--- src/pkg/ihc_pkg.sv ---
// ihc_pkg: register map, field positions, reset values and state type
package ihc_pkg;

    // register byte offsets
    localparam logic [7:0] IHC_OFS_INT_STS = 8'h0c;
    localparam logic [7:0] IHC_OFS_HARDWARE_CONFIGURATION = 8'h10;
    localparam logic [7:0] IHC_OFS_EVT_STS = 8'h14;
    localparam logic [7:0] IHC_OFS_EVT_MASK = 8'h18;
    localparam logic [7:0] IHC_OFS_WAKE_SEL = 8'h1c;

    // interrupt status field positions
    localparam int IHC_INT_MAC_ERR_BIT = 15;
    localparam int IHC_INT_FRAME_PEND_BIT = 12;
    localparam int IHC_INT_PIN_LSB = 0;

    // hardware configuration field positions
    localparam int IHC_HW_LED_LSB = 20;
    localparam int IHC_HW_DET_STS_BIT = 15;
    localparam int IHC_HW_DET_TRIG_BIT = 14;
    localparam int IHC_HW_DESC_SEL_BIT = 13;
    localparam int IHC_HW_PROTECT_BIT = 12;

    // event status / mask field positions
    localparam int IHC_EVT_REATTACH_BIT = 0;
    localparam int IHC_EVT_MAC_ERR_BIT = 1;
    localparam int IHC_EVT_PIN_BIT = 2;
    localparam int IHC_EVT_FRAME_BIT = 3;
    localparam int IHC_EVT_W = 4;

    // reset values
    localparam logic [3:0] IHC_LED_EN_RST = 4'h0;
    localparam logic IHC_DESC_SEL_RST = 1'b0;
    localparam logic IHC_PROTECT_RST = 1'b0;
    localparam logic IHC_DET_STS_RST = 1'b0;
    localparam logic [3:0] IHC_EVT_MASK_RST = 4'h0;
    localparam logic [11:0] IHC_WAKE_SEL_RST = 12'h000;
    localparam logic [31:0] IHC_RDATA_RST = 32'h0000_0000;

    // usb attach state
    typedef enum logic {
        IHC_ATTACHED,
        IHC_DETACHED
    } ihc_det_state_t;

endpackage : ihc_pkg

--- src/rtl/ihc_detach_fsm.sv ---
// ihc_detach_fsm: usb detach and reattach sequencer
`timescale 1ns/1ps
module ihc_detach_fsm
    import ihc_pkg::*;
(
    input wire logic core_clk,
    input wire logic resetn,
    input wire logic start,
    input wire logic link_up,
    input wire logic wake_hit,
    output logic detached,
    output logic reattach
);
    typedef struct packed {
        ihc_det_state_t state;
        logic reattach;
    } ihc_fsm_state_t;

    ihc_fsm_state_t s_q;
    ihc_fsm_state_t s_d;

    always_comb begin
        s_d = s_q;
        s_d.reattach = 1'b0;
        case (s_q.state)
            IHC_ATTACHED: begin
                if (start) begin
                    s_d.state = IHC_DETACHED;
                end
            end
            IHC_DETACHED: begin
                // off the bus until link or a selected pin wakes us
                if (link_up || wake_hit) begin
                    s_d.state = IHC_ATTACHED;
                    s_d.reattach = 1'b1;
                end
            end
            default: begin
                s_d.state = IHC_ATTACHED;
            end
        endcase
    end

    always_ff @(posedge core_clk) begin
        if (!resetn) begin
            s_q.state <= IHC_ATTACHED;
            s_q.reattach <= 1'b0;
        end else begin
            s_q <= s_d;
        end
    end

    assign detached = (s_q.state == IHC_DETACHED);
    assign reattach = s_q.reattach;

endmodule : ihc_detach_fsm

--- src/rtl/ihc_regs.sv ---
// ihc_regs: interrupt status and hardware configuration register bank
//
// What this block does
// - bit 15 flags any mac error condition
// - bit 15 is a level of error bits
// - bit 12 shows usb tx frame pending
// - bits 11:0 are level-set pin flags
// - clearing a pin flag clears its wake
// - bits 23:20 enable indicator pins, protected
// - bit 15 detach status, write one clears
// - writing one to bit 14 detaches usb
// - bit 13 selects descriptor source, protected
// - select used only without eeprom or otp
// - protect bit keeps fields across non-por resets
`timescale 1ns/1ps
module ihc_regs
    import ihc_pkg::*;
#(
    parameter int N_PINS = 12,
    parameter int ERR_BITS = 8
) (
    input wire logic core_clk,
    input wire logic resetn,
    input wire logic por_n,
    input wire logic [7:0] reg_addr,
    input wire logic [31:0] reg_wdata,
    input wire logic reg_wr,
    input wire logic reg_rd,
    output logic [31:0] reg_rdata,
    input wire logic [ERR_BITS-1:0] mac_error_register,
    input wire logic usb_tx_frame_pending,
    input wire logic [N_PINS-1:0] gpio_pin,
    input wire logic phy_link_pin,
    input wire logic eeprom_present,
    input wire logic otp_configured,
    output logic [3:0] indicator_pin_enable,
    output logic usb_detach,
    output logic desc_from_ram,
    output logic [N_PINS-1:0] pin_wake_clear,
    output logic irq
);
    if (N_PINS < 1 || N_PINS > 12) begin : g_chk_pins
        $error("ihc_regs: N_PINS must be 1 to 12");
    end
    if (ERR_BITS < 1 || ERR_BITS > 32) begin : g_chk_err
        $error("ihc_regs: ERR_BITS must be 1 to 32");
    end

    typedef struct packed {
        logic [N_PINS-1:0] pin_interrupt_flag;
        logic [N_PINS-1:0] wake_clr;
        logic [3:0] indicator_en;
        logic cable_detach_status;
        logic descriptor_source_select;
        logic protect;
        logic [IHC_EVT_W-1:0] evt;
        logic [IHC_EVT_W-1:0] evt_mask;
        logic [11:0] wake_sel;
        logic mac_err_prev;
        logic frame_prev;
        logic [31:0] rd_data;
    } ihc_regs_state_t;

    ihc_regs_state_t s_q;
    ihc_regs_state_t s_d;

    logic rst_all_n;
    logic [N_PINS-1:0] pin_level;
    logic link_level;
    logic detached;
    logic reattach;
    logic mac_err_any;
    logic int_wr;
    logic hw_wr;
    logic evt_rd;
    logic det_start;
    logic wake_hit;
    logic [N_PINS-1:0] pin_clr;
    logic [N_PINS-1:0] pin_next;
    logic [IHC_EVT_W-1:0] evt_set;
    logic [31:0] rd_mux;
    logic [11:0] wake_sel_pins;

    assign rst_all_n = resetn & por_n;

    ihc_sync3 #(
        .W(N_PINS)
    ) u_pin_sync (
        .core_clk(core_clk),
        .resetn(rst_all_n),
        .async_in(gpio_pin),
        .level(pin_level)
    );

    ihc_sync3 #(
        .W(1)
    ) u_link_sync (
        .core_clk(core_clk),
        .resetn(rst_all_n),
        .async_in(phy_link_pin),
        .level(link_level)
    );

    // detach request comes straight from the write decode
    assign det_start = hw_wr && reg_wdata[IHC_HW_DET_TRIG_BIT];
    assign wake_sel_pins = s_q.wake_sel;
    assign wake_hit = |(pin_level & wake_sel_pins[N_PINS-1:0]);

    ihc_detach_fsm u_detach (
        .core_clk(core_clk),
        .resetn(rst_all_n),
        .start(det_start),
        .link_up(link_level),
        .wake_hit(wake_hit),
        .detached(detached),
        .reattach(reattach)
    );

    always_comb begin
        s_d = s_q;
        mac_err_any = |mac_error_register;
        int_wr = reg_wr && (reg_addr == IHC_OFS_INT_STS);
        hw_wr = reg_wr && (reg_addr == IHC_OFS_HARDWARE_CONFIGURATION);
        evt_rd = reg_rd && (reg_addr == IHC_OFS_EVT_STS);

        // pin flags: level source wins over a write-one clear
        pin_clr = int_wr ? reg_wdata[IHC_INT_PIN_LSB +: N_PINS] : '0;
        pin_next = (s_q.pin_interrupt_flag & ~pin_clr) | pin_level;
        s_d.pin_interrupt_flag = pin_next;
        s_d.wake_clr = pin_clr;

        if (hw_wr) begin
            s_d.indicator_en = reg_wdata[IHC_HW_LED_LSB +: 4];
            s_d.descriptor_source_select = reg_wdata[IHC_HW_DESC_SEL_BIT];
            s_d.protect = reg_wdata[IHC_HW_PROTECT_BIT];
        end
        // detach status: reattach set wins over the clear
        s_d.cable_detach_status = (s_q.cable_detach_status
            & ~(hw_wr && reg_wdata[IHC_HW_DET_STS_BIT])) | reattach;

        if (reg_wr && (reg_addr == IHC_OFS_EVT_MASK)) begin
            s_d.evt_mask = reg_wdata[IHC_EVT_W-1:0];
        end
        if (reg_wr && (reg_addr == IHC_OFS_WAKE_SEL)) begin
            s_d.wake_sel = reg_wdata[11:0];
        end

        // sticky events, cleared by reading, set wins
        evt_set = '0;
        evt_set[IHC_EVT_REATTACH_BIT] = reattach;
        evt_set[IHC_EVT_MAC_ERR_BIT] = mac_err_any && !s_q.mac_err_prev;
        evt_set[IHC_EVT_PIN_BIT] = |(pin_next & ~s_q.pin_interrupt_flag);
        evt_set[IHC_EVT_FRAME_BIT] = usb_tx_frame_pending && !s_q.frame_prev;
        s_d.evt = (evt_rd ? '0 : s_q.evt) | evt_set;
        s_d.mac_err_prev = mac_err_any;
        s_d.frame_prev = usb_tx_frame_pending;

        // read data, reserved bits zero
        rd_mux = IHC_RDATA_RST;
        case (reg_addr)
            IHC_OFS_INT_STS: begin
                rd_mux[IHC_INT_MAC_ERR_BIT] = mac_err_any;
                rd_mux[IHC_INT_FRAME_PEND_BIT] = usb_tx_frame_pending;
                rd_mux[IHC_INT_PIN_LSB +: N_PINS] = s_q.pin_interrupt_flag;
            end
            IHC_OFS_HARDWARE_CONFIGURATION: begin
                rd_mux[IHC_HW_LED_LSB +: 4] = s_q.indicator_en;
                rd_mux[IHC_HW_DET_STS_BIT] = s_q.cable_detach_status;
                rd_mux[IHC_HW_DESC_SEL_BIT] = s_q.descriptor_source_select;
                rd_mux[IHC_HW_PROTECT_BIT] = s_q.protect;
            end
            IHC_OFS_EVT_STS: begin
                rd_mux[IHC_EVT_W-1:0] = s_q.evt;
            end
            IHC_OFS_EVT_MASK: begin
                rd_mux[IHC_EVT_W-1:0] = s_q.evt_mask;
            end
            IHC_OFS_WAKE_SEL: begin
                rd_mux[11:0] = s_q.wake_sel;
            end
            default: begin
                rd_mux = IHC_RDATA_RST;
            end
        endcase
        s_d.rd_data = reg_rd ? rd_mux : IHC_RDATA_RST;
    end

    always_ff @(posedge core_clk) begin
        if (!por_n) begin
            s_q <= '0;
            s_q.indicator_en <= IHC_LED_EN_RST;
            s_q.descriptor_source_select <= IHC_DESC_SEL_RST;
            s_q.protect <= IHC_PROTECT_RST;
            s_q.cable_detach_status <= IHC_DET_STS_RST;
            s_q.evt_mask <= IHC_EVT_MASK_RST;
            s_q.wake_sel <= IHC_WAKE_SEL_RST;
            s_q.rd_data <= IHC_RDATA_RST;
        end else if (!resetn) begin
            s_q <= '0;
            s_q.cable_detach_status <= IHC_DET_STS_RST;
            s_q.evt_mask <= IHC_EVT_MASK_RST;
            s_q.wake_sel <= IHC_WAKE_SEL_RST;
            s_q.rd_data <= IHC_RDATA_RST;
            // protected fields survive any reset but power-on
            if (s_q.protect) begin
                s_q.indicator_en <= s_q.indicator_en;
                s_q.descriptor_source_select <= s_q.descriptor_source_select;
                s_q.protect <= s_q.protect;
            end else begin
                s_q.indicator_en <= IHC_LED_EN_RST;
                s_q.descriptor_source_select <= IHC_DESC_SEL_RST;
                s_q.protect <= IHC_PROTECT_RST;
            end
        end else begin
            s_q <= s_d;
        end
    end

    assign reg_rdata = s_q.rd_data;
    assign indicator_pin_enable = s_q.indicator_en;
    assign usb_detach = detached;
    assign desc_from_ram = s_q.descriptor_source_select
        && !eeprom_present && !otp_configured;
    assign pin_wake_clear = s_q.wake_clr;
    assign irq = |(s_q.evt & s_q.evt_mask);
endmodule : ihc_regs

--- src/rtl/ihc_sync3.sv ---
// ihc_sync3: three-stage input synchroniser with agreement filter
`timescale 1ns/1ps
module ihc_sync3 #(
    parameter int W = 1
) (
    input wire logic core_clk,
    input wire logic resetn,
    input wire logic [W-1:0] async_in,
    output logic [W-1:0] level
);
    typedef struct packed {
        logic [W-1:0] s1;
        logic [W-1:0] s2;
        logic [W-1:0] s3;
        logic [W-1:0] lvl;
    } ihc_sync_state_t;

    ihc_sync_state_t s_q;
    ihc_sync_state_t s_d;
    logic [W-1:0] agree;

    if (W < 1) begin : g_chk
        $error("ihc_sync3: width must be at least one");
    end

    always_comb begin
        s_d = s_q;
        s_d.s1 = async_in;
        s_d.s2 = s_q.s1;
        s_d.s3 = s_q.s2;
        // level moves only when stages two and three agree
        agree = ~(s_q.s2 ^ s_q.s3);
        s_d.lvl = (s_q.lvl & ~agree) | (s_q.s3 & agree);
    end

    always_ff @(posedge core_clk) begin
        if (!resetn) begin
            s_q <= '0;
        end else begin
            s_q <= s_d;
        end
    end

    assign level = s_q.lvl;

endmodule : ihc_sync3

--- config.mk ---
export PLATFORM = sky130hd
export DESIGN_NAME = ihc_regs
export DESIGN_NICKNAME = d
export VERILOG_FILES = /design/src/pkg/ihc_pkg.sv /design/src/rtl/ihc_detach_fsm.sv /design/src/rtl/ihc_regs.sv /design/src/rtl/ihc_sync3.sv
export SDC_FILE = /design/constraint.sdc
export NUM_CORES = 1
export LEC_CHECK = 0
export BUFFER_PORTS_ARGS = -buffer_cell sky130_fd_sc_hd__buf_2
export CAP_MARGIN = 40
export CELL_PAD_IN_SITES_DETAIL_PLACEMENT = 2
export CELL_PAD_IN_SITES_GLOBAL_PLACEMENT = 2
export CORE_MARGIN = 8
export CORE_UTILIZATION = 36
export CTS_BUF_LIST = sky130_fd_sc_hd__clkbuf_4 sky130_fd_sc_hd__clkbuf_8
export DETAILED_ROUTE_END_ITERATION = 10
export PLACE_DENSITY_LB_ADDON = 0.1
export SLEW_MARGIN = 40
export SYNTH_ARGS = -nofsm -noshare
export SYNTH_HDL_FRONTEND = slang
export SYNTH_SLANG_ARGS = --single-unit
--- constraint.sdc ---
create_clock -name core_clk -period 5.3 [get_ports core_clk]
set_clock_uncertainty 0.1 [all_clocks]
set_input_delay 0.53 -clock core_clk [delete_from_list [all_inputs] [get_ports core_clk]]
set_output_delay 0.53 -clock core_clk [all_outputs]
set_load 0.01 [all_outputs]
**Yosys cells after proc, flatten, opt, wreduce, memory -nomap -nowiden**

Cells that the tools add are included.

- Flip-flop bits (word level): 139
- Input bits: 69
- Output and inout port bits: 51
- Word-level logic and storage cells: 99

- Eq/ne operators: 7
- Mux-type cells: 19
- Bitwise gates (word level): 24
- Reductions and logical operators: 25

Operators with widths:

| kind | count |
|---|---|
| 2-to-1 mux 61 bit | 1 |
| bitwise AND 12 bit | 5 |
| NOT 12 bit | 4 |
| equality test 8 x 5 -> 1 bit, second input constant | 4 |
| 2-to-1 mux 12 bit | 2 |
| 2-to-1 mux 24 bit | 1 |
| OR 12 bit | 2 |
| OR reduction 12 bit | 2 |
| 2-to-1 mux 4 bit | 5 |
| case mux 4 bit (4 select lines) | 1 |
| case mux 8 bit (2 select lines) | 1 |
| XOR 12 bit | 1 |
| logical AND 1 bit | 11 |
| equality test 8 x 4 -> 1 bit, second input constant | 1 |
| OR reduction 8 bit | 1 |
| 2-to-1 mux 2 bit | 3 |
| case mux 1 bit (2 select lines) | 3 |
| AND reduction 2 bit | 3 |
| bitwise AND 1 bit | 4 |
| bitwise AND 4 bit | 1 |
| logical NOT 1 bit | 4 |
| OR 4 bit | 1 |
| AND reduction 4 bit | 1 |
| OR reduction 4 bit | 1 |
| 8 further kinds | 12 |

**Depth between registers and ports, before layout**

- Depth after elaboration: 10
- Gate-level depth with buffers: 6
- Depth with buffers taken out: 4

**By module**

A second synthesis with hierarchy kept.

- Cells, all modules: 527
- Area, all modules: 5191.2 um^2

Modules (own cells, without submodules):

| module | instances | cells an instance | area each (um^2) | seq. area each (um^2) |
|---|---|---|---|---|
| ihc_regs | 1 | 373 | 3473.3 | 1441.4 |
| ihc_sync3 at u_pin_sync | 1 | 137 | 1530.2 | 960.9 |
| ihc_sync3 at u_link_sync | 1 | 10 | 116.4 | 80.1 |
| ihc_detach_fsm | 1 | 7 | 71.3 | 40.0 |

**Worst setup path before layout**

OpenSTA, ideal clock, no wires.

- Path type: input -> register
- Start point: input reg_addr[7]
- End point: register s_q, in the netlist wake_sel_pins[10]
- Library setup time: 0.132 ns
- Data arrival time: 1.968 ns
- Data required time: 5.068 ns
- Path slack: 3.100 ns
- Cell stages on the path: 6
- Path buffers: 2
- Cells stage by stage: or4_4 > buf_6 > or4_4 > buf_6 > nand2_1 > a21oi_1

- Longest elaborated chain between the ends: 2

Ends and longest elaborated chain:

| element | line | source |
|---|---|---|
| from (decl) | ihc_regs.sv:25 | `input wire logic [7:0] reg_addr,` |
| equality test 8 x 5 -> 1 bit | ihc_regs.sv:144 | `if (reg_wr && (reg_addr == IHC_OFS_WAKE_SEL)) begin` |
| logical AND 1 bit | ihc_regs.sv:144 |  |
| to (decl) | ihc_regs.sv:64 | `ihc_regs_state_t s_q;` |

Every way passes these cells.
A chain may end at the register's enable or synchronous reset.

**Worst setup path after layout**

- Start point: input por_n
- End point: register s_q, in the netlist reg_rdata[12]

- Longest elaborated chain between the ends: 1

Ends and longest elaborated chain:

| element | line | source |
|---|---|---|
| from (decl) | ihc_regs.sv:24 | `input wire logic por_n,` |
| AND reduction 3 bit (no source line) | n/a |  |

Every way passes these cells.

==> flow_summary_export.csv <==
group,metric,value,unit
outcome,status,"completed",
setup_path,critPathMaxFanout,53,
cts,cts.sinks,126,
min_path,hold_depth,2,
job,cap_viol_max_count,0,
timing,slew_viol_final,0,
synthesis,synth.cell_area,4770,um^2
synthesis,synth_cells,498,
global_route,grt_pass1_vias,4163,
cts,cts_resized,0,
timing,holdWs,0.215,ns
routing,viasPerCell,5.03,
timing,slew_headroom,0.524,
final_layout,fillers,1453,
setup_path,r2r-end,"u_detach.detached",
global_route,grt_pass1_wl,21600,um
place,port_buffers,94,
floorplan,start_util,0.364,
floorplan,rows,42,
power_and_ir_drop,p_leak,0.00234,uW
place,dp_slack,2.45,ns
synthesis,synth_ff_type,"dfxtp_1",
floorplan,placeableCoreArea,13100,um^2
setup_path,arrival,2.63,ns
global_route,grt_max_degree,54,
global_route,grt_antenna_before_repair,0,
synthesis,ys_warn_count,0,
power_and_ir_drop,ir_drop,143,uV
timing,max_freq,427,MHz
synthesis,synth_edf_count,0,
timing,hold_viol_final,0,
routing,drc_errors,0,
cts,cts_buffers,17,
global_route,overflow,0,
synthesis,yosysTopAreaCell,"dfxtp_1",
synthesis,synth_cell_types,42,
routing,drtIter0Drc,180,
timing,fin_crit_sh,0.442,
timing,period_needed,2.34,ns
global_route,grt.total_usage,0.167,
floorplan,die-area,17200,um^2
setup_path,crit_type,"input port to flop",
min_path,hold_path_class,"input port to flop",
cts,cts_tree,"built",
synthesis,synth.top_cell.area_share,0.529,
cts,clk_latency,0.44,ns
cts,post-cts-setup-buffers,0,
cts,ctsHoldBuffers,0,
routing,ant_nets,0,
cts,htree_levels,4,
final_layout,syn_to_final_growth,15.1,%
synthesis,async_flop_share,0,
floorplan,die-height,131,um
timing,worstMarginPinSlew,0.709,ns
cts,clk_pin_slew_worst_paths,0.07,ns
routing,wl_per_cell,18.4,um
setup_path,reg2regPathDepth,4,
final_layout,nets,623,
cts,clockBufferDepth,2,
setup_path,end_kind,"flop",
setup_path,r2r_slack,3.59,ns
timing,setup_viol,0,
min_path,hold_end,"s_q[82]",
routing,wirelength,13600,um
floorplan,ios,120,
synthesis,synth_area_leaders,"dfxtp_1 (53%), buf_4 (7.9%), and3_1 (5.4%)",
min_path,hp-start,"reg_wdata[9]",
synthesis,seq_area_frac_synth,0.529,
floorplan,die_x,131,um
routing,firstDrtPassIters,4,
timing,setup_ws,2.96,ns
setup_path,critPathLaunchType,"input port",
setup_path,cp.required,5.58,ns
synthesis,avgSynthCellArea,9.57,um^2
timing,setup_tns,0,ns
place,dp_hpwl,9750,um
power_and_ir_drop,powerDensity,355,nW/um^2
final_layout,drive_gt1_frac,0.254,
timing,rsz0062_at_grt,"false",
synthesis,ys_ff_latch,126,
routing,vias,3729,
final_layout,antenna_cells,0,
place,gp_congestion,0.815,
cts,cts_root_buffer,"clkbuf_8",
[stage by stage]
| step | total power [uW] | util | cells | instance area, um^2 |
|---|---|---|---|---|
| after floorplan | 1020 | - | 510 | 4810 |
| after global placement | 1050 | 0.385 | 710 | 5030 |
| after detailed placement | 1050 | 0.385 | 710 | 5040 |
| after CTS | 1970 | 0.419 | 741 | 5480 |
| after global routing | 2020 | 0.419 | 742 | 5490 |
| final | 1950 | 0.419 | 742 | 5490 |
[worst max-delay path by stage]
stage | slack, ns | endpoint | from
CTS | 2.93 | reg_rdata[12] | por_n
global placement | 2.19 | reg_rdata[12] | por_n
detailed placement | 2.45 | reg_rdata[12] | por_n
global route | 2.76 | reg_rdata[12] | por_n
finish | 2.96 | reg_rdata[12] | por_n
floorplan | 3.10 | wake_sel_pins[10] | reg_addr[7]
[area by class of cell]
type                    instances  area (um^2)  area share
well taps                     176          220      0.0401
inverters                      15         56.3      0.0103
repair buffers                100          515      0.0940
multi-input cells             294         1730       0.316
flip-flops and latches        126         2520       0.460
clock buffers                  20          275      0.0502
clock inverters                11          164      0.0299
[per-layer routing]
layer / part of all wire / GRT usage / routed length (um) / up-vias
li1: - / - / - / 1779
met3: 0.048 / 0.0449 / 653 / 25
met2: 0.50 / 0.287 / 6800 / 92
met4: 0.025 / 0.0763 / 341 / 0
met1: 0.43 / 0.188 / 5850 / 1833
met5: 0 / 0 / 0 / -
[kinds of logic after synthesis]
logic type,count (synthesis),synth area share
other,1,0.000787
adder cells (fa/ha/maj),1,0.00210
flip-flops,126,0.529
AND/OR/NAND/NOR,164,0.186
AO/OA/AOI/OAI,102,0.132
buffers and inverters,90,0.119
multiplexers,14,0.0305
[report_power, final]
| group | total (uW) | switching [uW] | internal (uW) |
|---|---|---|---|
| Sequential | 958 | 3.69 | 954 |
| Combinational | 73.6 | 47.1 | 26.5 |
| Clock | 916 | 372 | 545 |
[cell usage after synthesis, drive strengths merged, types with 6 or more instances]
cell type	count
inv	15
clkbuf	18
and2	18
or4	6
nand3	20
a22oi	18
dfxtp	126
nand2	40
and3	41
nor2	26
a21oi	26
o22ai	6
o21ai	26
a31oi	13
mux2i	10
buf	57
[cells in the final DEF, fill, tap and decap left out, types with 6 or more instances in the layout]
master    count
dfxtp_1     126
buf_2        94
and3_1       41
nand2_1      40
nor2_1       26
o21ai_0      26
a21oi_1      26
nand3_1      20
clkbuf_8     20
a22oi_1      18
and2_1       18
inv_1        15
a31oi_1      13
conb_1       13
mux2i_1      10
o22ai_1       6
buf_4         6
[critical path, cell delays in order]
cell and delay [ns]:
buf_2 0.07, buf_4 0.36, and2_1 0.19, buf_4 0.23
nand2_1 0.32, nor4_2 0.63, a2bb2o_1 0.26
(Power assumes the default switching activity.)
